<file path="src/djk_pkg.sv">
/*
 * Shared constants for the dual JK storage block.
 * Assumes a single 200 MHz clock and a synchronous, active-high reset.
 */
package djk_pkg;
   localparam int unsigned ELEM_COUNT  = 2;
   localparam int unsigned PIN_WIDTH   = 7;
   // Bit positions inside the sampled pin vector.
   localparam int unsigned POS_J       = 0;
   localparam int unsigned POS_K       = 2;
   localparam int unsigned POS_SET_N   = 4;
   localparam int unsigned POS_CLEAR_N = 6;
   localparam int unsigned POS_CLOCK   = 7;
   localparam int unsigned VEC_WIDTH   = 8;
   // Reset values: async controls idle high, clock idle low so no false edge appears.
   localparam logic [7:0]  PIN_RESET   = 8'h70;
   localparam logic        Q_RESET     = 1'h0;
   localparam logic        QN_RESET    = 1'h1;
   // Cycles from a pin change to the outputs: two sync stages plus the state flop.
   localparam int unsigned PIN_LATENCY = 3;
endpackage

</file>
<file path="src/djk_elem_if.sv">
/*
 * Carrier between the top level and one storage element.
 * Assumes the top level drives synchronised levels on CLK_I.
 */
`timescale 1ns/1ps
`default_nettype none
interface djk_elem_if;
   logic j;
   logic k;
   logic set_n;
   logic clear_n;
   logic fall;
   logic q;
   logic qn;
   modport elem (input j, input k, input set_n, input clear_n, input fall, output q, output qn);
   modport ctrl (output j, output k, output set_n, output clear_n, output fall, input q, input qn);
endinterface
`default_nettype wire

</file>
<file path="src/djk_dual_jk.sv">
/*
 * Dual JK storage block: two elements, one shared falling-edge clock pin and one shared
 * active-low clear. Assumes every pin is asynchronous to CLK_I and changes slower than
 * a few CLK_I periods, so pin edges are seen after synchronisation.
 */
`timescale 1ns/1ps
`default_nettype none
// Notes on behaviour
// Outputs change only on falling clock edge.
// Set forces Q high; clear forces low.
// Set and clear act without clock edge.
// Set and clear ignore clock, J, K.
// Set and clear low drive both high.
// Releasing both together gives undefined state.
// Falling edge: hold, load 0, load 1, toggle.
// Driver holds J, K stable around edge.
// Two elements share clock and clear.
// Outputs true and complementary except both-low.
module djk_dual_jk (
   input  wire logic                            CLK_I,
   input  wire logic                            RESET_I,
   input  wire logic [djk_pkg::ELEM_COUNT-1:0]  J_I,
   input  wire logic [djk_pkg::ELEM_COUNT-1:0]  K_I,
   input  wire logic [djk_pkg::ELEM_COUNT-1:0]  SET_N_I,
   input  wire logic                            CLEAR_N_I,
   input  wire logic                            FALLING_EDGE_CLOCK_I,
   output logic      [djk_pkg::ELEM_COUNT-1:0]  Q_O,
   output logic      [djk_pkg::ELEM_COUNT-1:0]  QN_O
);
   import djk_pkg::*;

   logic [VEC_WIDTH-1:0] pins;
   logic [VEC_WIDTH-1:0] meta_r;
   logic [VEC_WIDTH-1:0] sync_r;
   logic                 clock_prev_r;
   logic                 fall;

   assign pins = {FALLING_EDGE_CLOCK_I, CLEAR_N_I, SET_N_I, K_I, J_I};

   // All pins pass two flops together, so J and K stay aligned with the clock pin they
   // were sampled against; the driver must keep them steady across the edge.
   always_ff @(posedge CLK_I) begin
      if (RESET_I) begin
         meta_r <= PIN_RESET;
         sync_r <= PIN_RESET;
      end else begin
         meta_r <= pins;
         sync_r <= meta_r;
      end
   end

   // Edge detection reads only the second stage, never the metastable first one.
   always_ff @(posedge CLK_I) begin
      if (RESET_I) begin
         clock_prev_r <= PIN_RESET[POS_CLOCK];
      end else begin
         clock_prev_r <= sync_r[POS_CLOCK];
      end
   end

   assign fall = clock_prev_r && !sync_r[POS_CLOCK];

   // Each element gets its own J, K and set; clock and clear fan out to both.
   generate
      for (genvar g = 0; g < ELEM_COUNT; g++) begin : g_elem
         djk_elem_if link ();
         assign link.j       = sync_r[POS_J + g];
         assign link.k       = sync_r[POS_K + g];
         assign link.set_n   = sync_r[POS_SET_N + g];
         assign link.clear_n = sync_r[POS_CLEAR_N];
         assign link.fall    = fall;
         djk_element u_elem (
            .CLK_I   (CLK_I),
            .RESET_I (RESET_I),
            .bus     (link.elem)
         );
         assign Q_O[g]  = link.q;
         assign QN_O[g] = link.qn;
      end
   endgenerate

   // Per-element pin-level checks. Each element is watched on its own J, K and set
   // pins against the shared clear and clock pins, so a wiring swap between the two
   // elements or a lost fan-out of the shared pins shows up here.
   generate
      for (genvar e = 0; e < ELEM_COUNT; e++) begin : g_pin_chk
         logic run_e;
         logic load0_e;
         logic load1_e;
         logic tog_e;
         logic hold_e;

         // Both asynchronous controls released for this element.
         assign run_e   = SET_N_I[e] && CLEAR_N_I;
         // J/K codes qualified by released controls.
         assign load0_e = run_e && !J_I[e] && K_I[e];
         assign load1_e = run_e && J_I[e] && !K_I[e];
         assign tog_e   = run_e && J_I[e] && K_I[e];
         assign hold_e  = run_e && !J_I[e] && !K_I[e];

      end
   endgenerate
endmodule // djk_dual_jk
`default_nettype wire

</file>
<file path="src/djk_element.sv">
/*
 * One JK storage element with asynchronous-style set and clear priority.
 * Assumes its inputs are already synchronised to CLK_I and fall is a one-cycle pulse.
 */
`timescale 1ns/1ps
`default_nettype none
module djk_element (
   input  wire logic  CLK_I,
   input  wire logic  RESET_I,
   djk_elem_if.elem   bus
);
   import djk_pkg::*;

   logic q_r;
   logic qn_r;

   assign bus.q  = q_r;
   assign bus.qn = qn_r;

   // Set and clear win over the clock and J/K; when both are released in one cycle the
   // element keeps Q high and restores QN if no fall comes in that cycle, a fixed choice for an otherwise unknown state.
   always_ff @(posedge CLK_I) begin
      if (RESET_I) begin
         q_r  <= Q_RESET;
         qn_r <= QN_RESET;
      end else if (!bus.set_n && !bus.clear_n) begin
         q_r  <= 1'h1;
         qn_r <= 1'h1;
      end else if (!bus.set_n) begin
         q_r  <= 1'h1;
         qn_r <= 1'h0;
      end else if (!bus.clear_n) begin
         q_r  <= 1'h0;
         qn_r <= 1'h1;
      end else if (bus.fall) begin
         case ({bus.j, bus.k})
            2'h1: begin
               q_r  <= 1'h0;
               qn_r <= 1'h1;
            end
            2'h2: begin
               q_r  <= 1'h1;
               qn_r <= 1'h0;
            end
            2'h3: begin
               q_r  <= ~q_r;
               qn_r <= q_r;
            end
            default: begin
               q_r  <= q_r;
               qn_r <= ~q_r;
            end
         endcase
      end else begin
         // Also the path taken when set and clear leave together.
         q_r  <= q_r;
         qn_r <= ~q_r;
      end
   end
endmodule // djk_element
`default_nettype wire

</file>
<file path="config.mk">
export PLATFORM = sky130hd
export DESIGN_NAME = djk_dual_jk
export DESIGN_NICKNAME = d
export VERILOG_FILES = /design/src/djk_pkg.sv /design/src/djk_elem_if.sv /design/src/djk_dual_jk.sv /design/src/djk_element.sv
export SDC_FILE = /design/constraint.sdc
export NUM_CORES = 1
export LEC_CHECK = 0
export BUFFER_PORTS_ARGS = -buffer_cell sky130_fd_sc_hd__buf_2
export CAP_MARGIN = 10
export CORE_UTILIZATION = 50
export CTS_CLUSTER_DIAMETER = 40
export DETAILED_ROUTE_END_ITERATION = 6
export PLACE_DENSITY = 0.77
export SKIP_CTS_REPAIR_TIMING = 1
export SLEW_MARGIN = 10
export SYNTH_ARGS = -nofsm -noshare
export SYNTH_HDL_FRONTEND = slang
export SYNTH_SLANG_ARGS = --single-unit
</file>
<file path="constraint.sdc">
create_clock -name CLK_I -period 2.3 [get_ports CLK_I]
set_clock_uncertainty 0.2 [all_clocks]
set_input_delay 0.23 -clock CLK_I [delete_from_list [all_inputs] [get_ports CLK_I]]
set_output_delay 0.23 -clock CLK_I [all_outputs]
set_load 0.02 [all_outputs]
</file>
After elaboration in Yosys (flattened, before gate mapping)
Index checks and enable logic that the tools add are counted.

Word-level logic and storage cells: 48. Register bits after elaboration: 21. Output and inout port bits: 4. Input port bits: 10.

Bitwise operators: 2. Mux-type cells: 18. Reduce and logical (&&, ||, !) cells: 11. Equal/unequal tests: 10.

Operators with widths (count): 2-to-1 mux 1 bit (14); inequality test 6 x 2 -> 1 bit, second input constant (2); one-hot mux 1 bit (3 select lines) (4); equality test 2 bit, second input constant (4); inequality test 4 x 2 -> 1 bit, second input constant (2); equality test 2 x 1 -> 1 bit, second input constant (2); logical NOT 1 bit (4); AND reduction 2 bit (2); OR reduction 2 bit (2); logical AND 1 bit (3); inverter 1 bit (2).

Longest topological paths before layout
Gate-level depths: netlist of the first run.

Depth after elaboration: 6. Depth in mapped cells: 5. Depth with buffers taken out: 5.

By module
Synthesis of the first run repeated with hierarchy kept, for this count alone.

Cells, all modules: 76. Area total of the unflattened synthesis: 790.8 sq um.

By module, submodules not included: djk_dual_jk (cells an instance 40, times used 1, area each 503.0 sq um, sequential area each 340.3 sq um); djk_element (cells an instance 18, times used 2, area each 143.9 sq um, sequential area each 40.0 sq um).

Worst setup path after synthesis of the first run
OpenSTA, ideal clock, no wires.

Path type: register to register. From: reg sync_r[2]. To: reg g_elem[0].u_elem.q_r. Period minus slack after synthesis: 1.475 ns. Setup slack: 0.825 ns. Arrival: 1.137 ns. Cell stages (with the launch flop): 6. Data required time: 1.961 ns. Cells stage by stage: dfxtp_1 inv_1 ha_1 and2b_1 o311ai_2 o221ai_1.

Longest elaborated chain between the ends: 6. Elaborated cells on any way between the ends: 10. Classes of those cells: eq/ne: 4; mux: 5; reduce/logical: 1.

Ends and longest elaborated chain: start: declaration (line djk_dual_jk.sv:34) `logic [VEC_WIDTH-1:0] sync_r;`; start signal: assignment (line djk_dual_jk.sv:48) `sync_r <= meta_r;`; equality test 2 bit / equality test 2 x 1 -> 1 bit (equally long branches) (line djk_element.sv:36) `case ({bus.j, bus.k})`; one-hot mux 1 bit (3 select lines) (line djk_element.sv:36); 2-to-1 mux 1 bit (line djk_element.sv:35) `end else if (bus.fall) begin`; 2-to-1 mux 1 bit (line djk_element.sv:32) `end else if (!bus.clear_n) begin`; 2-to-1 mux 1 bit (line djk_element.sv:29) `end else if (!bus.set_n) begin`; 2-to-1 mux 1 bit (line djk_element.sv:26) `end else if (!bus.set_n && !bus.clear_n) begin`; end signal: assignment (line djk_element.sv:46) `q_r <= ~q_r;`; end signal: assignment (line djk_element.sv:50) `q_r <= q_r;`; end signal: assignment (line djk_element.sv:56) `q_r <= q_r;`; end: declaration (line djk_element.sv:14) `logic q_r;`.

Parallel ways exist; a longest one is shown, timed or not. The select of a mux whose other input is x is not followed. A chain may end at the register's enable or synchronous reset.

Worst setup path after layout of the first run
Ends and elaborated chain as after synthesis.

==> out/metrics.cfg, run 1 <==
[sta]
post-route-min-period_ns = 1.54
max_freq_mhz = 648
slew_headroom_pct = 80.0
tns_ns = 0
fin_ws_ns = 0.756
worstMarginPinSlew_ns = 0.300
grt_setup_unrepaired = no
hold_viol_final = 0
setup_violations = 0
final_max_slew_viol_count = 0
min_period_over_period_pct = 67.1

[clocking]
cts_tree = yes
clockBufferDepth = 2
cts_root_buffer = clkbuf_4
clk_pin_slew_ns = 0.11
cts_sinks = 21
clock_latency_ns = 0.29
cts_htree_levels = 1
cts_buffers = 3

[worst_setup_path]
endpoint_kind = register
path_delay_family = flip-flops
startpoint_type = register
arrival_ns = 1.52
crit_required_ns = 2.27
cp_cell_sequence = inv_1 -> ha_1 -> and2b_1 -> o311ai_2 -> o221ai_1
crit_path_max_fanout = 3
r2r-end = g_elem[0].u_elem.bus.q$_SDFFE_PP0P_
ff2ff_path_depth = 5
rr_startpoint = sync_r[2]$_SDFF_PP0_
worst-path-stages = 5
crit_start = sync_r[2]$_SDFF_PP0_
worst-path-buf-inv = 1
r2r_slack_ns = 0.76
critical_path.max_stage_delay_ns = 0.37
crit_slowest_cell = dfxtp_1
setup.worst_path.class = register to register

[drt]
num_vias = 518
wire_per_inst_um = 9.49
viasPerCell = 4.75
drt-total-wl_mm = 1.03
firstDrtPassIters = 4
drc = 0
drt_iter0_drc = 5
drtAntennaViolNets = 0

[synth]
yosys_warnings = 0
syn_inst = 74
synth_top_area_share_pct = 52.2
postSynthAreaPerCell_um2 = 10.9
synth_top_area_cell = dfxtp_1
netlist_area_um2 = 806
synth_nets = 88
ys_seq_elements = 21
ys_types = 21
yosysSeqAreaShare_pct = 52.2
synth_area_leaders = dfxtp_1 52%, nor2b_1 8.5%, ha_1 6.2%

[power]
power_density_nw_per_um2 = 648
p_leak_nw = 0.400
vdd_drop_max_v = 0.000425

[place]
portBuffers = 13
dp_hpwl_um = 695
dp_slack_ns = 0.761
place_area_um2 = 845
routabilityCongestion = 0.712

[cells_and_area]
layout_commonest_cell = dfxtp_1
drive_gt1_share_pct = 23.7
nets = 108
area_growth_pct = 18.0
fillers = 113
final_cell_mix = 21 x dfxtp_1, 13 x buf_2, 11 x nor2b_1
design_area_um2 = 951
antenna_cells = 0

[floorplanning]
fp.dieW_um = 42.1
dieArea_um2 = 1780
die_y_um = 42.1
core_area_um2 = 1510
io_pins = 14
start_util_pct = 53.5
rows = 14

[global_routing]
grt_max_degree = 21
gr-total-overflow = 0
grt_pass1_vias = 447
grt_pass1_wl_mm = 1.66
grt_antenna_before_repair = 0
track_usage_pct = 12.6

[status]
outcome = finished, final reports clean

[min_path]
min_to = meta_r[0]$_SDFF_PP0_
holdPathStages = 2
min_path_type = primary input to register
hp-start = RESET_I

[run]
cap_violations = 0

==> metrics by stage <==
| stage | total power [mW] | instances | utilization, % | hold WS [ns] |
|---|---|---|---|---|
| after floorplan | 0.439 | 74 | - | 0.127 |
| after global placement | 0.445 | 97 | 56.1 | 0.186 |
| after detailed placement | 0.448 | 97 | 56.1 | 0.191 |
| after CTS | 0.611 | 101 | 57.8 | -0.100 |
| after global routing | 0.642 | 109 | 63.1 | 0.113 |
| final | 0.616 | 109 | 63.1 | 0.0958 |
==> area by class of cell <==
cell class / instances / area (um2) / area share, %
Inverter: 6 / 22.5 / 2.37
Sequential cell: 21 / 420 / 44.2
Timing Repair Buffer: 21 / 145 / 15.3
Tap cell: 16 / 20.0 / 2.11
Multi-Input combinational cell: 41 / 317 / 33.3
Clock buffer: 4 / 26.3 / 2.76
==> registers in the layout (all words and copies together) (netlist names) <==
signal and cells:
g_elem.u_elem.bus.q 2, meta_r 8, g_elem.u_elem.bus.qn 2, sync_r 8, clock_prev_r 1
==> worst max path at each step <==
| stage | endpoint |
|---|---|
| floorplan | g_elem[0].u_elem.bus.q$_SDFFE_PP0P_ |
| global placement | g_elem[0].u_elem.bus.q$_SDFFE_PP0P_ |
| detailed placement | g_elem[0].u_elem.bus.q$_SDFFE_PP0P_ |
| CTS | g_elem[0].u_elem.bus.q$_SDFFE_PP0P_ |
| global route | g_elem[0].u_elem.bus.q$_SDFFE_PP0P_ |
| finish | g_elem[0].u_elem.bus.q$_SDFFE_PP0P_ |
==> logic make-up after synthesis <==
group	synth area share (%)
compound gates	11.8
fa+ha+maj	6.21
buf+inv	8.54
flops	52.2
simple gates	21.3
==> synth_stat cells (all sizes together) <==
cell	n
a21oi	2
a22oi	2
and2b	3
buf	6
dfxtp	21
ha	4
inv	6
nand2	1
nand2b	3
nor2b	12
o21ai	4
o221ai	2
o311ai	2
or2	6
==> power breakdown <==
part           switching, mW  internal, mW
Combinational         0.0266        0.0344
Sequential           0.00731         0.381
Clock                 0.0996        0.0673
Total                  0.133         0.483
==> layer usage <==
layer	up-vias	routed length, um	global-route usage [%]
met2	17	513	21.3
met5	-	0	0
met3	2	39	2.59
li1	274	-	-
met1	225	463	12.9
met4	0	18	11.3
No activity file was read; power rests on OpenSTA's default activity.
==> inputs of run 2 (changes only) <==
--- a/config.mk
+++ b/config.mk
@@ -7,10 +7,11 @@
 export LEC_CHECK = 0
 export BUFFER_PORTS_ARGS = -buffer_cell sky130_fd_sc_hd__buf_2
 export CAP_MARGIN = 10
-export CORE_UTILIZATION = 50
+export CORE_ASPECT_RATIO = 0.8
+export CORE_UTILIZATION = 47
 export CTS_CLUSTER_DIAMETER = 40
 export DETAILED_ROUTE_END_ITERATION = 6
-export PLACE_DENSITY = 0.77
+export PLACE_DENSITY = 0.76
 export SKIP_CTS_REPAIR_TIMING = 1
 export SLEW_MARGIN = 10
 export SYNTH_ARGS = -nofsm -noshare
==> constraint.sdc (replaced) <==
create_clock -name CLK_I -period 1.3 [get_ports CLK_I]
set_clock_uncertainty 0.2 [all_clocks]
set_input_delay 0.13 -clock CLK_I [delete_from_list [all_inputs] [get_ports CLK_I]]
set_output_delay 0.13 -clock CLK_I [all_outputs]
set_load 0.02 [all_outputs]
==> run 2 against run 1 <==
  * The run now ends with negative setup slack left
  * Via count grew 1.9%
  * Non-clock buffer count grew 4
  * Sequential cell count is the same
  * Count of clock-buffer cells in the layout shrank 1
  * Critical path type unchanged
  * Critical endpoint unchanged
==> out/metrics.cfg, run 2 (synthesis gave the netlist of run 1 again) <==
[clocking]
cts_buffers = 3  ; unchanged
cts_tree = yes
cts_root_buffer = clkbuf_4
clock_latency_ns = 0.30  ; about the same
clockBufferDepth = 2  ; unchanged
clk_pin_slew_ns = 0.11  ; about the same
cts_sinks = 21  ; unchanged
cts_htree_levels = 1  ; unchanged

[sta]
hold_viol_final = 0  ; unchanged
grt_setup_unrepaired = yes
fin_ws_ns = -0.191  ; -0.947 ns
worstMarginPinSlew_ns = 0.206  ; -0.0935 ns
post-route-min-period_ns = 1.49  ; -0.0530 ns
slew_headroom_pct = 86.2  ; +6.2 points
worst_hold_slack_ns = 0.0125  ; -0.0833 ns
final_max_slew_viol_count = 0  ; unchanged
max_freq_mhz = 671  ; +3.6%
tns_ns = -0.300  ; -0.300 ns
min_period_over_period_pct = 115  ; +48 points
setup_violations = 2  ; +2

[cells_and_area]
nets = 112  ; +3.7%
area_growth_pct = 29.2
reg_top3 = meta_r x8, sync_r x8
fillers = 109  ; -3.5%
utilization_pct = 70.0  ; +6.9 points
layout_commonest_cell = dfxtp_1
design_area_um2 = 1040  ; +9.5%
antenna_cells = 0  ; unchanged
final_cell_mix = 17 x dfxtp_1, 13 x buf_2, 10 x nor2b_1
drive_gt1_share_pct = 38.1  ; +14 points
final_cells = 118  ; +8.3%
multi_input_area_um2 = 362  ; +14%
register_area_um2 = 425  ; +1.2%

[drt]
num_vias = 528  ; +1.9%
drtAntennaViolNets = 0  ; unchanged
drt-total-wl_mm = 1.28  ; +24%
wire_per_inst_um = 10.9  ; +15%
drt_iter0_drc = 5  ; unchanged
drc = 0  ; unchanged
firstDrtPassIters = 4  ; unchanged
viasPerCell = 4.47  ; -5.8%

[worst_setup_path]
rr_startpoint = sync_r[2]$_SDFF_PP0_
crit_path_max_fanout = 3  ; unchanged
cp_cell_sequence = inv_2 -> ha_4 -> and2b_1 -> o311ai_2 -> o221ai_1
r2r_slack_ns = -0.19  ; -0.95 ns
startpoint_type = register
endpoint_kind = register
crit_slowest_cell = dfxtp_2
ff2ff_path_depth = 5  ; unchanged
crit_start = sync_r[2]$_SDFF_PP0_
r2r-end = g_elem[0].u_elem.bus.q$_SDFFE_PP0P_
endpoint = g_elem[0].u_elem.bus.q$_SDFFE_PP0P_
critical_path.max_stage_delay_ns = 0.37  ; about the same
arrival_ns = 1.48  ; -0.04 ns
crit_required_ns = 1.29  ; -0.98 ns
setup.worst_path.class = register to register

[global_routing]
use_met1_pct = 15.6  ; +2.6 points
track_usage_pct = 13.5  ; +0.93 points
grt_max_degree = 20  ; -4.8%
grt_pass1_vias = 401  ; -10%
grtUsageMet2_pct = 21.3  ; +0.083 points
gr-total-overflow = 0  ; unchanged
grt_pass1_wl_mm = 1.65  ; -0.42%
busiest_layer = met2
grt_util_met3_pct = 7.01  ; +4.4 points
grt_antenna_before_repair = 0  ; unchanged

[floorplanning]
die_y_um = 39.0  ; -7.4%
start_util_pct = 54.2  ; +0.72 points
io_pins = 14  ; unchanged
rows = 12  ; -2
dieArea_um2 = 1890  ; +6.1%
fp.dieW_um = 48.3  ; +15%
core_area_um2 = 1490  ; -1.3%

[place]
place_area_um2 = 883  ; +4.6%
portBuffers = 13  ; unchanged
dp_slack_ns = -0.192  ; -0.953 ns
routabilityCongestion = 0.752  ; +5.7%
place_inst = 105  ; +8.2%

[min_path]
min_path_type = primary input to register

[power]
power_density_nw_per_um2 = 1090  ; +68%
power.total_mw = 1.14  ; +84%
p_leak_nw = 0.429  ; +7.3%
vdd_drop_max_v = 0.000733  ; +73%

[run]
cap_violations = 0  ; unchanged

[status]
outcome = complete, but fails checks
violations = negative setup slack

## run 2: changes by cell type in the layout (fill, tap and decap cells not counted), sizes merged
cell,change
clkinvlp,+1
clkbuf,-1
buf,+4
## run 2: how the worst min path moves through the flow
stage                           from  slack (ns)                       to  depth (start not counted)
after floorplan           SET_N_I[0]        0.03     meta_r[4]$_SDFF_PP1_                          1
after global placement    SET_N_I[1]        0.11     meta_r[5]$_SDFF_PP1_                          2
after detailed placement  SET_N_I[0]        0.11     meta_r[4]$_SDFF_PP1_                          2
after CTS                 SET_N_I[1]       -0.22     meta_r[5]$_SDFF_PP1_                          2
after global routing         RESET_I        0.02  clock_prev_r$_SDFF_PP0_                          3
final                        RESET_I        0.01  clock_prev_r$_SDFF_PP0_                          3
## run 2: final cells by class
class	instances	share of cell area, %
clock inverters	1	0.721
repair buffers	25	16.8
flip-flops and latches	21	40.9
multi-input cells	41	34.7
inverters	6	2.16
well taps	21	2.52
clock buffers	3	2.16
## run 2: worst max-delay path, delay by kind of cell (launching register included)
family	cells	cell delay [ns]
fa+ha+maj	1	0.21
flops	1	0.37
buf+inv	1	0.05
compound gates	2	0.38
simple gates	1	0.17
## run 2: report_power, final
part,switching (mW),internal [mW],total [mW]
Combinational,0.0551,0.0748,0.130
Sequential,0.0151,0.675,0.690
Clock,0.198,0.117,0.316
Total,0.268,0.867,1.14
## run 2: routing by layer
| metal | wire (um) | up-vias | part of all wire, % |
|---|---|---|---|
| met5 | 0 | - | 0 |
| met4 | 0 | 0 | 0 |
| met3 | 49 | 0 | 3.8 |
| met2 | 704 | 13 | 55 |
| met1 | 530 | 235 | 41 |
| li1 | - | 280 | - |
